File: src/common/sac_pkg.sv
// constants and carrier types for the converter sequencer
// Contract
// - nonzero positive select enables the channel
// - several enabled channels select scan mode
// - one trigger converts every enabled channel; averaging without burst goes idle after each sample but the last of an average
// - negative select used only when differential
// - single-ended default, negative input grounded
// - code range is two to resolution minus m
// - stored samples are 16-bit two's complement
// - 8/10/12 bit; 14 bit only averaged
// - trigger starts acquisition of channel time
// - done event after every single sample
// - no averaging: result-ready equals done
// - averaging: result-ready after full average
// - events may precede the memory write
// - average two to averaging-count samples; a count above 9 takes 512 samples
// - burst takes all averaging samples at once
// - rate timer samples periodically until stop
// - two results per word, ascending channel
// - calibration task ends with complete event
// - end event at capacity, then restart needed
// - stop ends sampling, always stopped event
// - buffer pointer latched at start
package sac_pkg;
  localparam int NUM_CH   = 8;
  localparam int SEL_W    = 4;
  localparam int CODE_W   = 16;
  localparam int SAMPLE_W = 16;
  localparam int WORD_W   = 32;
  localparam int ADDR_W   = 32;
  localparam int CNT_W    = 15;
  localparam int RATE_W   = 11;
  localparam int ACC_W    = 24;
  localparam int AVG_W    = 4;
  localparam int ACQ_W    = 13;
  localparam int CLK_MHZ  = 100;
  localparam logic [SEL_W-1:0] SEL_NC  = 4'h0;
  localparam logic [SEL_W-1:0] SEL_GND = 4'hf;
  localparam logic [1:0] RES_8  = 2'h0;
  localparam logic [1:0] RES_10 = 2'h1;
  localparam logic [1:0] RES_12 = 2'h2;
  localparam logic [1:0] RES_14 = 2'h3;
  localparam int BITS_8  = 8;
  localparam int BITS_10 = 10;
  localparam int BITS_12 = 12;
  localparam int BITS_14 = 14;
  localparam int EXTRA_14 = 2;
  localparam int BYTES_PER_WORD = 4;
  // acquisition times in microseconds
  localparam int ACQ_US_0 = 3;
  localparam int ACQ_US_1 = 5;
  localparam int ACQ_US_2 = 10;
  localparam int ACQ_US_3 = 15;
  localparam int ACQ_US_4 = 20;
  localparam int ACQ_US_5 = 40;

  typedef enum logic [2:0] {
    S_IDLE, S_ACQ, S_CONV, S_STORE, S_CAL, S_DRAIN
  } sac_state_t;

  typedef struct packed {
    logic       diffMode;
    logic       burst;
    logic [2:0] acqTime;
    logic       refChoice;
    logic [2:0] gain;
  } sac_chan_setup_t;

  typedef struct packed {
    logic            acquire;
    logic            convert;
    logic            calibrate;
    logic [SEL_W-1:0] posSel;
    logic [SEL_W-1:0] negSel;
    sac_chan_setup_t setup;
  } sac_afe_req_t;

  typedef struct packed {
    logic [ADDR_W-1:0] addr;
    logic [WORD_W-1:0] data;
  } sac_dma_word_t;

  typedef struct packed {
    logic started;
    logic bufferEnd;
    logic done;
    logic resultReady;
    logic calDone;
    logic stopped;
  } sac_events_t;

  typedef struct packed {
    sac_state_t                state;
    logic                      running;
    logic                      stopReq;
    logic                      ending;
    logic                      timerRun;
    logic [RATE_W-1:0]         timer;
    logic [2:0]                chan;
    logic [NUM_CH-1:0]         pending;
    logic [ACQ_W-1:0]          acqCnt;
    logic [8:0]                avgCnt;
    logic signed [ACC_W-1:0]   acc;
    logic [SAMPLE_W-1:0]       result;
    logic [SAMPLE_W-1:0]       halfData;
    logic                      halfFull;
    logic [CNT_W-1:0]          wordIdx;
    logic [CNT_W-1:0]          sampleCnt;
    logic [ADDR_W-1:0]         base;
    logic [CNT_W-1:0]          cap;
    sac_events_t               events;
    sac_afe_req_t              afe;
  } sac_seq_t;

  function automatic logic [ACQ_W-1:0] acq_cycles(input logic [2:0] code);
    int us;
    case (code)
      3'h0: us = ACQ_US_0;
      3'h1: us = ACQ_US_1;
      3'h2: us = ACQ_US_2;
      3'h3: us = ACQ_US_3;
      3'h4: us = ACQ_US_4;
      default: us = ACQ_US_5;
    endcase
    return ACQ_W'(us * CLK_MHZ);
  endfunction : acq_cycles
endpackage : sac_pkg

File: src/rtl/sac_fifo.sv
// word fifo with valid and ready on both sides
`timescale 1ns/1ps
`default_nettype none
module sac_fifo #(
  parameter int WIDTH = 64,
  parameter int DEPTH = 4
) (
  // clock and reset
  input  wire logic             ref_clk,
  input  wire logic             rstn,
  // fill side
  input  wire logic             inValid,
  output logic                  inReady,
  input  wire logic [WIDTH-1:0] inData,
  // drain side
  output logic                  outValid,
  input  wire logic             outReady,
  output logic [WIDTH-1:0]      outData
);
  localparam int PTR_W = $clog2(DEPTH);
  localparam logic [PTR_W:0] FULL_CNT = (PTR_W+1)'(DEPTH);
  localparam logic [PTR_W-1:0] LAST = PTR_W'(DEPTH - 1);

  logic [WIDTH-1:0] mem [DEPTH];
  logic [PTR_W-1:0] wrPtr;
  logic [PTR_W-1:0] rdPtr;
  logic [PTR_W:0]   count;
  logic [PTR_W-1:0] next_wrPtr;
  logic [PTR_W-1:0] next_rdPtr;
  logic [PTR_W:0]   next_count;
  logic             doWrite;
  logic             doRead;

  assign inReady  = count != FULL_CNT;
  assign outValid = count != '0;
  assign outData  = mem[rdPtr];

  always_comb begin
    doWrite    = inValid && inReady;
    doRead     = outValid && outReady;
    next_wrPtr = doWrite ? ((wrPtr == LAST) ? '0 : wrPtr + 1'b1) : wrPtr;
    next_rdPtr = doRead ? ((rdPtr == LAST) ? '0 : rdPtr + 1'b1) : rdPtr;
    next_count = count + (PTR_W+1)'(doWrite) - (PTR_W+1)'(doRead);
  end

  always_ff @(posedge ref_clk) begin
    if (!rstn) begin
      wrPtr <= '0;
      rdPtr <= '0;
      count <= '0;
    end else begin
      wrPtr <= next_wrPtr;
      rdPtr <= next_rdPtr;
      count <= next_count;
    end
    if (doWrite) begin
      mem[wrPtr] <= inData;
    end
  end
endmodule : sac_fifo
`default_nettype wire

File: src/rtl/sac_sequencer.sv
// converter sequencer: modes, averaging, result packing, dma feed
`timescale 1ns/1ps
`default_nettype none
module sac_sequencer
  import sac_pkg::*;
#(
  parameter int FIFO_DEPTH = 4
) (
  // clock and reset
  input  wire logic                   ref_clk,
  input  wire logic                   rstn,
  // tasks
  input  wire logic                   startTask,
  input  wire logic                   sampleTask,
  input  wire logic                   stopTask,
  input  wire logic                   offsetCalibrationTask,
  // channel configuration
  input  wire logic [sac_pkg::NUM_CH-1:0][sac_pkg::SEL_W-1:0] posInputSelect,
  input  wire logic [sac_pkg::NUM_CH-1:0][sac_pkg::SEL_W-1:0] negInputSelect,
  input  wire sac_pkg::sac_chan_setup_t [sac_pkg::NUM_CH-1:0] channelSetup,
  // global configuration
  input  wire logic [1:0]             resolution,
  input  wire logic [sac_pkg::AVG_W-1:0] averagingLog2Count,
  input  wire logic                   localRateTimer,
  input  wire logic [sac_pkg::RATE_W-1:0] rateTimerCompare,
  input  wire logic [sac_pkg::ADDR_W-1:0] bufferPointer,
  input  wire logic [sac_pkg::CNT_W-1:0]  bufferCapacity,
  // analog front end
  output sac_pkg::sac_afe_req_t       afeReq,
  input  wire logic                   afeDone,
  input  wire logic [sac_pkg::CODE_W-1:0] afeCode,
  input  wire logic                   calDone,
  // dma write port
  output logic                        dmaValid,
  input  wire logic                   dmaReady,
  output sac_pkg::sac_dma_word_t      dmaWord,
  // events and status
  output sac_pkg::sac_events_t        events,
  output logic                        busy,
  output logic [sac_pkg::CNT_W-1:0]   transferredCount
);
  import sac_pkg::*;

  localparam int DMA_W = $bits(sac_dma_word_t);

  sac_seq_t          seq;
  sac_seq_t          next_seq;
  logic              next_dmaValid;
  sac_dma_word_t     next_dmaWord;
  logic [NUM_CH-1:0] enMask;
  logic              scanMode;
  logic              avgOn;
  logic              timerFire;
  logic [8:0]        avgLast;
  logic [SAMPLE_W-1:0] sample;
  logic signed [ACC_W-1:0] sum;
  logic [NUM_CH-1:0] remain;
  logic              fifoInValid;
  logic              fifoInReady;
  sac_dma_word_t     fifoInWord;
  logic              fifoOutValid;
  logic              fifoOutReady;
  logic [DMA_W-1:0]  fifoOutData;

  // lowest set channel in a mask
  function automatic logic [2:0] first_chan(input logic [NUM_CH-1:0] m);
    logic [2:0] idx;
    idx = '0;
    for (int i = NUM_CH - 1; i >= 0; i--) begin
      if (m[i]) begin
        idx = 3'(i);
      end
    end
    return idx;
  endfunction : first_chan

  function automatic int ones(input logic [NUM_CH-1:0] m);
    int n;
    n = 0;
    for (int i = 0; i < NUM_CH; i++) begin
      n = n + int'(m[i]);
    end
    return n;
  endfunction : ones

  // saturate a front end code to the signed range of the setting
  function automatic logic [SAMPLE_W-1:0] fit_code(
    input logic [CODE_W-1:0] code,
    input logic [1:0]        res,
    input logic              avg,
    input logic              diff
  );
    int bits;
    int hi;
    int v;
    case (res)
      RES_8:   bits = BITS_8;
      RES_10:  bits = BITS_10;
      RES_12:  bits = BITS_12;
      default: bits = avg ? BITS_14 : BITS_12;
    endcase
    bits = diff ? bits - 1 : bits;
    hi = (1 << bits) - 1;
    v = int'($signed(code));
    if (v > hi) begin
      v = hi;
    end else if (v < -hi - 1) begin
      v = -hi - 1;
    end
    return SAMPLE_W'(v);
  endfunction : fit_code

  // average of an accumulated sum, keeping two extra bits for 14-bit when four or more samples are averaged
  function automatic logic [SAMPLE_W-1:0] average(
    input logic signed [ACC_W-1:0] s,
    input logic [AVG_W-1:0]        lg,
    input logic [1:0]              res
  );
    int sh;
    sh = int'(lg);
    if (res == RES_14 && sh >= EXTRA_14) begin
      sh = sh - EXTRA_14;
    end
    return SAMPLE_W'(s >>> sh);
  endfunction : average

  // load front end selection for one channel
  function automatic sac_afe_req_t afe_for(
    input logic [2:0] ch,
    input logic [NUM_CH-1:0][SEL_W-1:0] ps,
    input logic [NUM_CH-1:0][SEL_W-1:0] ns,
    input sac_chan_setup_t [NUM_CH-1:0] cs
  );
    sac_afe_req_t r;
    r = '0;
    r.posSel = ps[ch];
    r.negSel = cs[ch].diffMode ? ns[ch] : SEL_GND;
    r.setup  = cs[ch];
    return r;
  endfunction : afe_for

  always_comb begin
    for (int i = 0; i < NUM_CH; i++) begin
      enMask[i] = posInputSelect[i] != SEL_NC;
    end
    scanMode  = ones(enMask) > 1;
    avgOn     = averagingLog2Count != '0;
    avgLast   = 9'((1 << averagingLog2Count) - 1);
    timerFire = seq.timerRun && seq.timer >= rateTimerCompare;
    sample    = fit_code(afeCode, resolution, avgOn,
                         channelSetup[seq.chan].diffMode);
    sum       = seq.acc + ACC_W'($signed(sample));
    remain    = seq.pending & ~(NUM_CH'(1) << seq.chan);
  end

  always_comb begin
    next_seq             = seq;
    next_seq.events      = '0;
    next_seq.afe.convert = 1'b0;
    fifoInValid          = 1'b0;
    fifoInWord           = '0;
    next_seq.timer = timerFire ? '0
                   : (seq.timerRun ? seq.timer + 1'b1 : '0);
    if (stopTask) begin
      next_seq.stopReq = 1'b1;
    end
    if (startTask && !seq.running) begin
      next_seq.running   = 1'b1;
      next_seq.base      = bufferPointer;
      next_seq.cap       = bufferCapacity;
      next_seq.wordIdx   = '0;
      next_seq.sampleCnt = '0;
      next_seq.halfFull  = 1'b0;
      next_seq.avgCnt    = '0;
      next_seq.acc       = '0;
      next_seq.events.started = 1'b1;
    end
    case (seq.state)
      S_IDLE: begin
        if (seq.stopReq) begin
          next_seq.state  = S_DRAIN;
          next_seq.ending = 1'b0;
        end else if (offsetCalibrationTask) begin
          next_seq.state         = S_CAL;
          next_seq.afe.calibrate = 1'b1;
        end else if (seq.running && (sampleTask || timerFire)
                     && enMask != '0) begin
          next_seq.pending = scanMode ? enMask
                           : NUM_CH'(1) << first_chan(enMask);
          next_seq.chan    = first_chan(enMask);
          next_seq.afe     = afe_for(first_chan(enMask), posInputSelect,
                                     negInputSelect, channelSetup);
          next_seq.afe.acquire = 1'b1;
          next_seq.acqCnt  =
            acq_cycles(channelSetup[first_chan(enMask)].acqTime);
          next_seq.state   = S_ACQ;
          if (localRateTimer && sampleTask) begin
            next_seq.timerRun = 1'b1;
          end
        end
      end
      S_ACQ: begin
        if (seq.stopReq) begin
          next_seq.afe   = '0;
          next_seq.state = S_DRAIN;
        end else if (seq.acqCnt <= ACQ_W'(1)) begin
          next_seq.afe.acquire = 1'b0;
          next_seq.afe.convert = 1'b1;
          next_seq.state       = S_CONV;
        end else begin
          next_seq.acqCnt = seq.acqCnt - 1'b1;
        end
      end
      S_CONV: begin
        if (seq.stopReq) begin
          next_seq.state = S_DRAIN;
        end else if (afeDone) begin
          next_seq.events.done = 1'b1;
          if (avgOn && seq.avgCnt != avgLast) begin
            next_seq.acc    = sum;
            next_seq.avgCnt = seq.avgCnt + 1'b1;
            if (channelSetup[seq.chan].burst) begin
              next_seq.afe.acquire = 1'b1;
              next_seq.acqCnt =
                acq_cycles(channelSetup[seq.chan].acqTime);
              next_seq.state  = S_ACQ;
            end else begin
              next_seq.state  = S_IDLE;
            end
          end else begin
            next_seq.result = avgOn
              ? average(sum, averagingLog2Count, resolution)
              : sample;
            next_seq.acc    = '0;
            next_seq.avgCnt = '0;
            next_seq.events.resultReady = 1'b1;
            next_seq.state  = S_STORE;
          end
        end
      end
      S_STORE: begin
        if (!seq.halfFull || fifoInReady) begin
          if (!seq.halfFull) begin
            next_seq.halfData = seq.result;
            next_seq.halfFull = 1'b1;
          end else begin
            fifoInValid       = 1'b1;
            fifoInWord.addr   = seq.base
              + ADDR_W'(seq.wordIdx) * ADDR_W'(BYTES_PER_WORD);
            fifoInWord.data   = {seq.result, seq.halfData};
            next_seq.halfFull = 1'b0;
            next_seq.wordIdx  = seq.wordIdx + 1'b1;
          end
          next_seq.sampleCnt = seq.sampleCnt + 1'b1;
          next_seq.pending   = remain;
          if (seq.sampleCnt + 1'b1 >= seq.cap) begin
            next_seq.state  = S_DRAIN;
            next_seq.ending = 1'b1;
          end else if (remain != '0 && !seq.stopReq) begin
            next_seq.chan    = first_chan(remain);
            next_seq.afe     = afe_for(first_chan(remain), posInputSelect,
                                       negInputSelect, channelSetup);
            next_seq.afe.acquire = 1'b1;
            next_seq.acqCnt  =
              acq_cycles(channelSetup[first_chan(remain)].acqTime);
            next_seq.state   = S_ACQ;
          end else begin
            next_seq.state = S_IDLE;
          end
        end
      end
      S_CAL: begin
        if (calDone) begin
          next_seq.afe.calibrate      = 1'b0;
          next_seq.events.calDone     = 1'b1;
          next_seq.state              = S_IDLE;
        end
      end
      S_DRAIN: begin
        next_seq.afe = '0;
        if (seq.halfFull) begin
          fifoInValid     = 1'b1;
          fifoInWord.addr = seq.base
            + ADDR_W'(seq.wordIdx) * ADDR_W'(BYTES_PER_WORD);
          fifoInWord.data = {{SAMPLE_W{1'b0}}, seq.halfData};
          if (fifoInReady) begin
            next_seq.halfFull = 1'b0;
            next_seq.wordIdx  = seq.wordIdx + 1'b1;
          end
        end else if (!fifoOutValid && !dmaValid) begin
          next_seq.running  = 1'b0;
          next_seq.timerRun = 1'b0;
          next_seq.stopReq  = stopTask;
          next_seq.pending  = '0;
          next_seq.avgCnt   = '0;
          next_seq.acc      = '0;
          next_seq.state    = S_IDLE;
          if (seq.ending && !seq.stopReq) begin
            next_seq.events.bufferEnd = 1'b1;
          end else begin
            next_seq.events.stopped = 1'b1;
          end
        end
      end
      default: begin
        next_seq = '0;
      end
    endcase
  end

  always_ff @(posedge ref_clk) begin
    if (!rstn) begin
      seq <= '0;
    end else begin
      seq <= next_seq;
    end
  end

  sac_fifo #(
    .WIDTH (DMA_W),
    .DEPTH (FIFO_DEPTH)
  ) u_fifo (
    .ref_clk  (ref_clk),
    .rstn     (rstn),
    .inValid  (fifoInValid),
    .inReady  (fifoInReady),
    .inData   (fifoInWord),
    .outValid (fifoOutValid),
    .outReady (fifoOutReady),
    .outData  (fifoOutData)
  );

  // output stage toward memory
  always_comb begin
    fifoOutReady  = !dmaValid || dmaReady;
    next_dmaValid = dmaValid && !dmaReady;
    next_dmaWord  = dmaWord;
    if (fifoOutReady && fifoOutValid) begin
      next_dmaValid = 1'b1;
      next_dmaWord  = sac_dma_word_t'(fifoOutData);
    end
  end

  always_ff @(posedge ref_clk) begin
    if (!rstn) begin
      dmaValid <= 1'b0;
      dmaWord  <= '0;
    end else begin
      dmaValid <= next_dmaValid;
      dmaWord  <= next_dmaWord;
    end
  end

  assign afeReq           = seq.afe;
  assign events           = seq.events;
  assign busy             = seq.running;
  assign transferredCount = seq.sampleCnt;
endmodule : sac_sequencer
`default_nettype wire

File: config.mk
export PLATFORM = sky130hd
export DESIGN_NAME = sac_sequencer
export DESIGN_NICKNAME = d
export VERILOG_FILES = /design/src/common/sac_pkg.sv /design/src/rtl/sac_fifo.sv /design/src/rtl/sac_sequencer.sv
export SDC_FILE = /design/constraint.sdc
export NUM_CORES = 1
export LEC_CHECK = 0
export BUFFER_PORTS_ARGS = -buffer_cell sky130_fd_sc_hd__buf_2
export CORE_MARGIN = 1.5
export CORE_UTILIZATION = 65
export DETAILED_ROUTE_END_ITERATION = 12
export PLACE_DENSITY = 0.87
export SETUP_SLACK_MARGIN = 0.05
export SYNTH_ARGS = -nofsm -noshare
export SYNTH_HDL_FRONTEND = slang
export SYNTH_SLANG_ARGS = --single-unit
File: constraint.sdc
create_clock -name ref_clk -period 22.8 [get_ports ref_clk]
set_input_delay 5.7 -clock ref_clk [delete_from_list [all_inputs] [get_ports ref_clk]]
set_output_delay 5.7 -clock ref_clk [all_outputs]
set_load 0.005 [all_outputs]
* Word level (Yosys, flattened, before mapping)
Memories as Yosys holds them, arrays and structs flattened. A register that Yosys moved wholly into a read port is not among the register bits.
Cells that the tools add are included.
W data, S select, Z words.
** Word-level totals
- Register bits after elaboration :: 219
- Bits in writable memories :: 256
- Input bits :: 226
- Output and inout port bits :: 107
- Memories kept :: 1
** Cells by class
- Add/subtract/negate cells :: 24
- $mul :: 3
- Magnitude comparators :: 10
- Equality and inequality tests :: 49
- Shift-type cells :: 5
- Mux-type cells :: 169
- Bitwise logic cells :: 17
- Reductions and logical operators :: 68
** Memories
- u_fifo.mem :: depth 4, bits a word 64, read ports 1, clocked after memory_dff 1, wr ports 1, line sac_fifo.sv:24 : logic [WIDTH-1:0] mem [DEPTH];
** Operators by type and width (count)
- $mux W32 :: 19
- $mux W64 :: 3
- $mux W33 :: 4
- $pmux W64 S2 :: 1
- $mux W62 :: 2
- $mux W16 :: 7
- $mux W3 :: 35
- $mux W20 :: 5
- $pmux W33 S3 :: 1
- $mul A32 B6 Y11 const B :: 3
- $mux W24 :: 4
- $sub A32 B2 Y32 const B :: 3
- $pmux W6 S5 :: 3
- $bmux W9 S3 :: 3
- $mux W79 :: 1
- $mux W13 :: 6
- $pmux W17 S4 :: 1
- $pmux W13 S5 :: 1
- $pmux W16 S2 :: 2
- $bmux W4 S3 :: 4
- $pmux W16 S3 :: 1
- $mux W47 :: 1
- $ne A2 B2 Y1 const B :: 21
- $reduce_bool A4 Y1 :: 9
- 78 further kinds :: 205

* Logic depth before layout (Yosys ltp)
- Depth in word-level cells :: 28
- Gate-level depth with buffers :: 32
- Gate-level depth less buffers :: 29

* Modules after synthesis
Synthesis repeated with hierarchy kept, for this count alone.
** Unflattened totals
- Cell total of the unflattened synthesis :: 3389
- Area total of the unflattened synthesis :: 32230.9 µm²
** Modules (own cells, without submodules)
- sac_sequencer :: instances 1, cells an instance 3003, area each 22534.1 µm², seq. area each 5525.3 µm²
- sac_fifo :: instances 1, cells an instance 386, area each 9696.8 µm², seq. area each 7867.5 µm²

* Worst setup path after synthesis
Ideal clock, no wire load.
- Path type :: input -> register
- Start point :: in averagingLog2Count[2] in the netlist's numbering
- End point :: reg seq[129] in the netlist's numbering
- Library setup time :: 0.095 ns
- Data arrival time :: 11.755 ns
- Slack :: 10.950 ns
- Stages :: 28
- Buffers on the path :: 2
- Path through :: buf_4 -> or3_4 -> nor2_4 -> inv_1 -> and2_1 -> o21ai_0 -> inv_1 -> ha_1 -> a2111oi_0 -> a211o_1 -> a311oi_2 -> o31ai_1 -> clkbuf_1 -> nand3_1 -> o21ai_0 -> nor2_1 -> ha_1 -> o211ai_1 -> o211ai_1 -> a211o_1 -> o211a_1 -> o41ai_4 -> xnor2_1 -> mux4_2 -> nor2_1 -> a311oi_1 -> nand3_1 -> a221oi_1
** Between the ends
- Word-level cells in the longest chain between the ends :: 19
- Elaborated cells between the ends (all ways) :: 34
- Classes of those cells :: add/sub: 7; order compare: 3; eq/ne: 2; shift: 3; mux: 15; reduce/logical: 4
** Ends and longest elaborated chain
- from (decl) :: line sac_sequencer.sv:23 : input wire logic [sac_pkg::AVG_W-1:0] averagingLog2Count,
- $reduce_bool A4 Y1 :: line sac_sequencer.sv:147 : avgOn = averagingLog2Count != '0;
- $mux W2 :: line sac_sequencer.sv:100 : default: bits = avg ? BITS_14 : BITS_12;
- $pmux W3 S3 :: line sac_sequencer.sv:96 : case (res)
- $sub A32 B2 Y32 :: line sac_sequencer.sv:102 : bits = diff ? bits - 1 : bits;
- $mux W32 :: line sac_sequencer.sv:102
- $shl A1 B32 Y32 :: line sac_sequencer.sv:103 : hi = (1 << bits) - 1;
- $sub A32 B2 Y32 :: line sac_sequencer.sv:103
- $neg A32 Y32 :: line sac_sequencer.sv:108 : v = -hi - 1;
- [3 not listed]
- $mux W16 :: line sac_sequencer.sv:105 : if (v > hi) begin
- $add A24 B16 Y24 :: line sac_sequencer.sv:152 : sum = seq.acc + ACC_W'($signed(sample));
- $sshr A24 B32 Y16 :: line sac_sequencer.sv:124 : return SAMPLE_W'(s >>> sh);
- $mux W16 :: line sac_sequencer.sv:232 : ? average(sum, averagingLog2Count, resolution)
- $mux W16 :: line sac_sequencer.sv:219 : if (avgOn && seq.avgCnt != avgLast) begin
- $mux W62 :: line sac_sequencer.sv:217 : end else if (afeDone) begin
- $mux W62 :: line sac_sequencer.sv:215 : if (seq.stopReq) begin
- $pmux W16 S2 :: line sac_sequencer.sv:178 : case (seq.state)
- to (signal assigned) :: line sac_sequencer.sv:315 : seq <= next_seq;
- to (decl) :: line sac_sequencer.sv:46 : sac_seq_t seq;
Several ways; a longest one is shown, not always the timed one. The select of a mux whose other input is x is not followed.
A chain may end at the register's enable or synchronous reset.

* Worst setup path in the final report
- Start point :: in averagingLog2Count[1] in the netlist's numbering
- End point :: reg seq[128] in the netlist's numbering
The elaborated chain is that of the path after synthesis.

==> results_tabular.tex <==
\begin{tabular}{lr}
\hline
Metric & Value \\
\hline
\multicolumn{2}{l}{\textbf{Job}} \\
\quad Maximum Capacitance Violations & 0 \\
\multicolumn{2}{l}{\textbf{Yosys}} \\
\quad Synth warn & 0 \\
\quad Seq cells post-synth & 539 \\
\quad Gate Count Post-Synth & about 3400 \\
\quad Leading cell types by total area after synthesis & sky130\_fd\_sc\_hd\_\_edfxtp\_1, sky130\_fd\_sc\_hd\_\_dfxtp\_1, sky130\_fd\_sc\_hd\_\_ha\_1, sky130\_fd\_sc\_hd\_\_mux4\_2, sky130\_fd\_sc\_hd\_\_nand2\_1 \\
\quad Biggest area consumer among synthesized cells & sky130\_fd\_sc\_hd\_\_edfxtp\_1 \\
\quad Number of distinct library cell variants in the gate-level netlist after synthesis & 101 \\
\quad Post-Synthesis Cell Area & 32400 um2 \\
\quad Synth async-reset ratio & 0 \\
\quad Post-synth EDFFs & 256 \\
\quad Post-Syn Area per Cell & 9.44 um2 \\
\quad Commonest register cell after synthesis & sky130\_fd\_sc\_hd\_\_dfxtp\_1 \\
\quad Sequential share of the synthesized area & 0.412 \\
\quad Fraction of synthesized cell area taken by the top area cell type & 0.237 \\
\multicolumn{2}{l}{\textbf{Critical path}} \\
\quad Setup crit start kind & input pin \\
\quad Highest-delay cell along the critical path & sky130\_fd\_sc\_hd\_\_nand2\_1 \\
\quad R2r worst-path depth & 28 \\
\quad Arrival @ worst endpoint & 14.10 ns \\
\quad Crit path kind & input pin to flip-flop \\
\quad Required time of the worst setup path & 23.32 ns \\
\quad Worst reg-to-reg setup slack & between 10 and 15 ns \\
\quad Worst reg2reg endpoint & seq[128] \\
\quad Maximum net fanout on the critical path & 23 \\
\quad Slowest Stage Delay on Critical Path & roughly 0.57 ns \\
\quad Cell repeated most along the worst path & sky130\_fd\_sc\_hd\_\_o21ai\_0 \\
\quad Category of the worst setup path capture point & flip-flop \\
\quad Worst flop-to-flop path startpoint & seq[191] \\
\multicolumn{2}{l}{\textbf{Final layout}} \\
\quad Number of filler instances in the final layout & 3515 \\
\quad Post-route cell area & 36100 um2 \\
\quad Number of nets in the finished design & 4081 \\
\quad Layout Area Growth over Synthesis & 11.5\% \\
\quad Layout cells sized above 1 & 0.175 \\
\multicolumn{2}{l}{\textbf{STA}} \\
\quad Final TNS setup & 0 ns \\
\quad Setup Viol. Count Final & 0 \\
\quad Final worst slack & 9.22 ns \\
\quad Slew of the pin with the lowest slew margin & 1.29 ns \\
\quad Max Clock Skew & 0.0389 ns \\
\quad Slew HR & 0.139 \\
\quad Share of the clock period used by the worst path & 0.596 \\
\quad Final Max Slew Viols & 0 \\
\quad Max Clock Freq & 0.0736 GHz \\
\quad Hold violation total from the final report & 0 \\
\quad RSZ-0062 raised after global routing & false \\
\quad Clock period minus final worst setup slack & 13.58 ns \\
\multicolumn{2}{l}{\textbf{GRT}} \\
\quad Maximum number of pins on one net before global-route repair & 93 \\
\quad Total routing usage reported by global routing & 0.374 \\
\quad Initial antenna violation count & 8 \\
\quad GRT overflow & 0 \\
\quad Via count of the first global-routing pass & 27200 \\
\quad Global-route wire length before repair & 150000 um \\
\multicolumn{2}{l}{\textbf{Placed design}} \\
\quad Placement-stage worst setup slack & 8.88 ns \\
\quad \# port buffers & 332 \\
\quad Placed cell areas & 34300 um2 \\
\quad RD Place Congestion & 1.03 \\
\quad Total half-perimeter wirelength after legalization and detailed placement & 65900 um \\
\multicolumn{2}{l}{\textbf{Floorplanning}} \\
\quad Rows & between 80 and 90 \\
\quad Die outline area & $\sim$51000 um2 \\
\quad Starting density of the core & 0.661 \\
\quad Die Span Y & 226 um \\
\quad Core footprint & around 49000 um2 \\
\quad Top-level port count & 333 \\
\quad Die width & 226 um \\
\multicolumn{2}{l}{\textbf{Route}} \\
\quad Number of vias in the routed layout & 28700 \\
\quad Number of nets still failing antenna checks after routing & 0 \\
\quad Total wirelength of the detailed-routed design & 97000 um \\
\quad Via-per-instance ratio & $\sim$6.6 \\
\quad DRC Markers & 0 \\
\quad Post-DR wirelength/cell & 22.2 um \\
\quad Number of optimization iterations in the first detailed-route pass & 8 \\
\quad Number of design-rule violations left by the first detailed-router iteration & 3552 \\
\multicolumn{2}{l}{\textbf{CTS}} \\
\quad H-tree levels & 2 \\
\quad Post-cts gate resize count & 0 \\
\quad Post-cts hold buffer count & 0 \\
\quad CTS tree & built \\
\quad Worst-skew pair later-pin latency & 0.64 ns \\
\quad Buffer depth of the longest clock path & 3 \\
\quad Post-CTS setup buffers & 0 \\
\quad Number of clock sinks & 539 \\
\quad Clock-pin slew on the worst setup and hold paths & approximately 0.060 ns \\
\quad Root buffer cell & sky130\_fd\_sc\_hd\_\_clkbuf\_16 \\
\quad Number of buffers created by CTS & 54 \\
\multicolumn{2}{l}{\textbf{Hold path}} \\
\quad Hold-critical path endpoint & dmaWord[38] \\
\quad Hold/Removal Path Class & flip-flop to flip-flop \\
\quad Number of instances on the worst hold path & 2 \\
\quad Min-Delay Startpoint & dmaWord[38] \\
\multicolumn{2}{l}{\textbf{Power and ir drop}} \\
\quad Total chip power & 3630 uW \\
\quad Power per standard cell area & 100 nW/um2 \\
\quad Leakage power summed over all cells & between 0.01 and 0.015 uW \\
\quad Worst IR drop on VDD & 0.0829 mV \\
\multicolumn{2}{l}{\textbf{Run status}} \\
\quad Run status & finished, final reports clean \\
\hline
\end{tabular}
-- metal layers --
metal  vias to the layer above  track usage  part of all wire
met5                         -            0                 0
met1                     13600        0.504              0.38
met2                      1845        0.600              0.47
li1                      13000            -                 -
met3                       298       0.0714              0.11
met4                         0        0.143             0.038
-- flip-flops by register name, summed over array words and instances, names as in the netlist, 3 cells and up --
name              flops
afeReq               20
dmaWord              64
events                6
seq                 169
transferredCount     15
u_fifo.count          3
u_fifo.mem          256
-- critical path: cells and delay by family --
family	cells	cell delay [ns]
xor gates and xnor gates	1	0.36
and+or+nand+nor	8	2.70
adders and majority gates	2	0.67
buffers and inverters	3	0.66
AOI/OAI and AO/OA	15	3.98
-- cells by family after synthesis --
family / Yosys count / synth area share
flops: 539 / 0.412
fa+ha+maj: 206 / 0.0812
simple gates: 1172 / 0.166
compound gates: 884 / 0.174
other cells: 2 / 0.000232
xor+xnor: 96 / 0.0259
mux: 191 / 0.0935
buf+inv: 344 / 0.0468
-- layout make-up --
| class | instances | area, um2 | area share |
|---|---|---|---|
| Multi-Input combinational cell | 2583 | 17800 | 0.492 |
| Antenna cell | 7 | 17.5 | 0.000485 |
| Sequential cell | 539 | 13400 | 0.370 |
| Clock inverter | 27 | 282 | 0.00779 |
| Clock buffer | 75 | 1550 | 0.0430 |
| Timing Repair Buffer | 370 | 1950 | 0.0539 |
| Inverter | 101 | 382 | 0.0106 |
| Tap cell | 664 | 831 | 0.0230 |
-- cell usage in the layout, fill, tap and decap left out, types with 38 or more instances in the layout --
cell,instances
sky130_fd_sc_hd__nand2_1,495
sky130_fd_sc_hd__a21oi_1,337
sky130_fd_sc_hd__buf_2,332
sky130_fd_sc_hd__dfxtp_1,281
sky130_fd_sc_hd__edfxtp_1,256
sky130_fd_sc_hd__nor2_1,254
sky130_fd_sc_hd__ha_1,199
sky130_fd_sc_hd__o21ai_0,156
sky130_fd_sc_hd__nand3_1,112
sky130_fd_sc_hd__inv_1,95
sky130_fd_sc_hd__mux4_2,86
sky130_fd_sc_hd__mux2i_1,70
sky130_fd_sc_hd__and3_1,66
sky130_fd_sc_hd__a22oi_1,61
sky130_fd_sc_hd__clkbuf_16,57
sky130_fd_sc_hd__nor3_1,49
sky130_fd_sc_hd__xor2_1,49
sky130_fd_sc_hd__xnor2_1,47
sky130_fd_sc_hd__nor2b_1,41
sky130_fd_sc_hd__buf_4,38
-- how the worst max path moves through the flow --
stage,from,to,slack (ns),depth (start not counted)
6_report,averagingLog2Count[1],seq[128],9.22,29
5_1_grt,averagingLog2Count[1],seq[127],8.59,29
3_3_place_gp,averagingLog2Count[1],seq[129],9.09,27
3_5_place_dp,averagingLog2Count[1],seq[128],8.88,27
4_1_cts,averagingLog2Count[1],seq[128],9.48,27
2_1_floorplan,averagingLog2Count[2],seq[129],10.95,28
-- cells in the mapped netlist, drive strengths merged, types with 11 or more instances --
| cell type | instances |
|---|---|
| nand3b | 20 |
| o211ai | 31 |
| o22ai | 16 |
| nand3 | 112 |
| a21oi | 341 |
| xor2 | 49 |
| nor2b | 42 |
| buf | 96 |
| nand4 | 15 |
| nand2 | 499 |
| inv | 101 |
| o21ai | 164 |
| clkbuf | 147 |
| edfxtp | 256 |
| a32oi | 12 |
| nand2b | 19 |
| and3 | 67 |
| a21o | 34 |
| nor3 | 51 |
| mux2 | 35 |
| a311oi | 21 |
| mux2i | 70 |
| nor2 | 263 |
| dfxtp | 283 |
| mux4 | 86 |
| xnor2 | 47 |
| o31ai | 16 |
| a211oi | 17 |
| and2 | 19 |
| ha | 199 |
| a31oi | 29 |
| o21a | 17 |
| nor4 | 16 |
| a221oi | 14 |
| or3 | 12 |
| a211o | 11 |
| a22oi | 61 |
-- power by group --
part | total, uW | switching, uW | internal, uW
Sequential | 1190 | 95.5 | 1090
Clock | 914 | 398 | 516
Combinational | 1520 | 906 | 616
Total | 3630 | 1400 | 2230
-- stage by stage --
stage | hold WS, ns | cells | util
2_1_floorplan | 0.421 | 3466 | -
3_3_place_gp | 0.436 | 4257 | 0.699
3_5_place_dp | 0.444 | 4257 | 0.699
4_1_cts | 0.452 | 4359 | 0.736
5_1_grt | 0.472 | 4366 | 0.737
6_report | 0.450 | 4366 | 0.737
(Power assumes the default switching activity.)
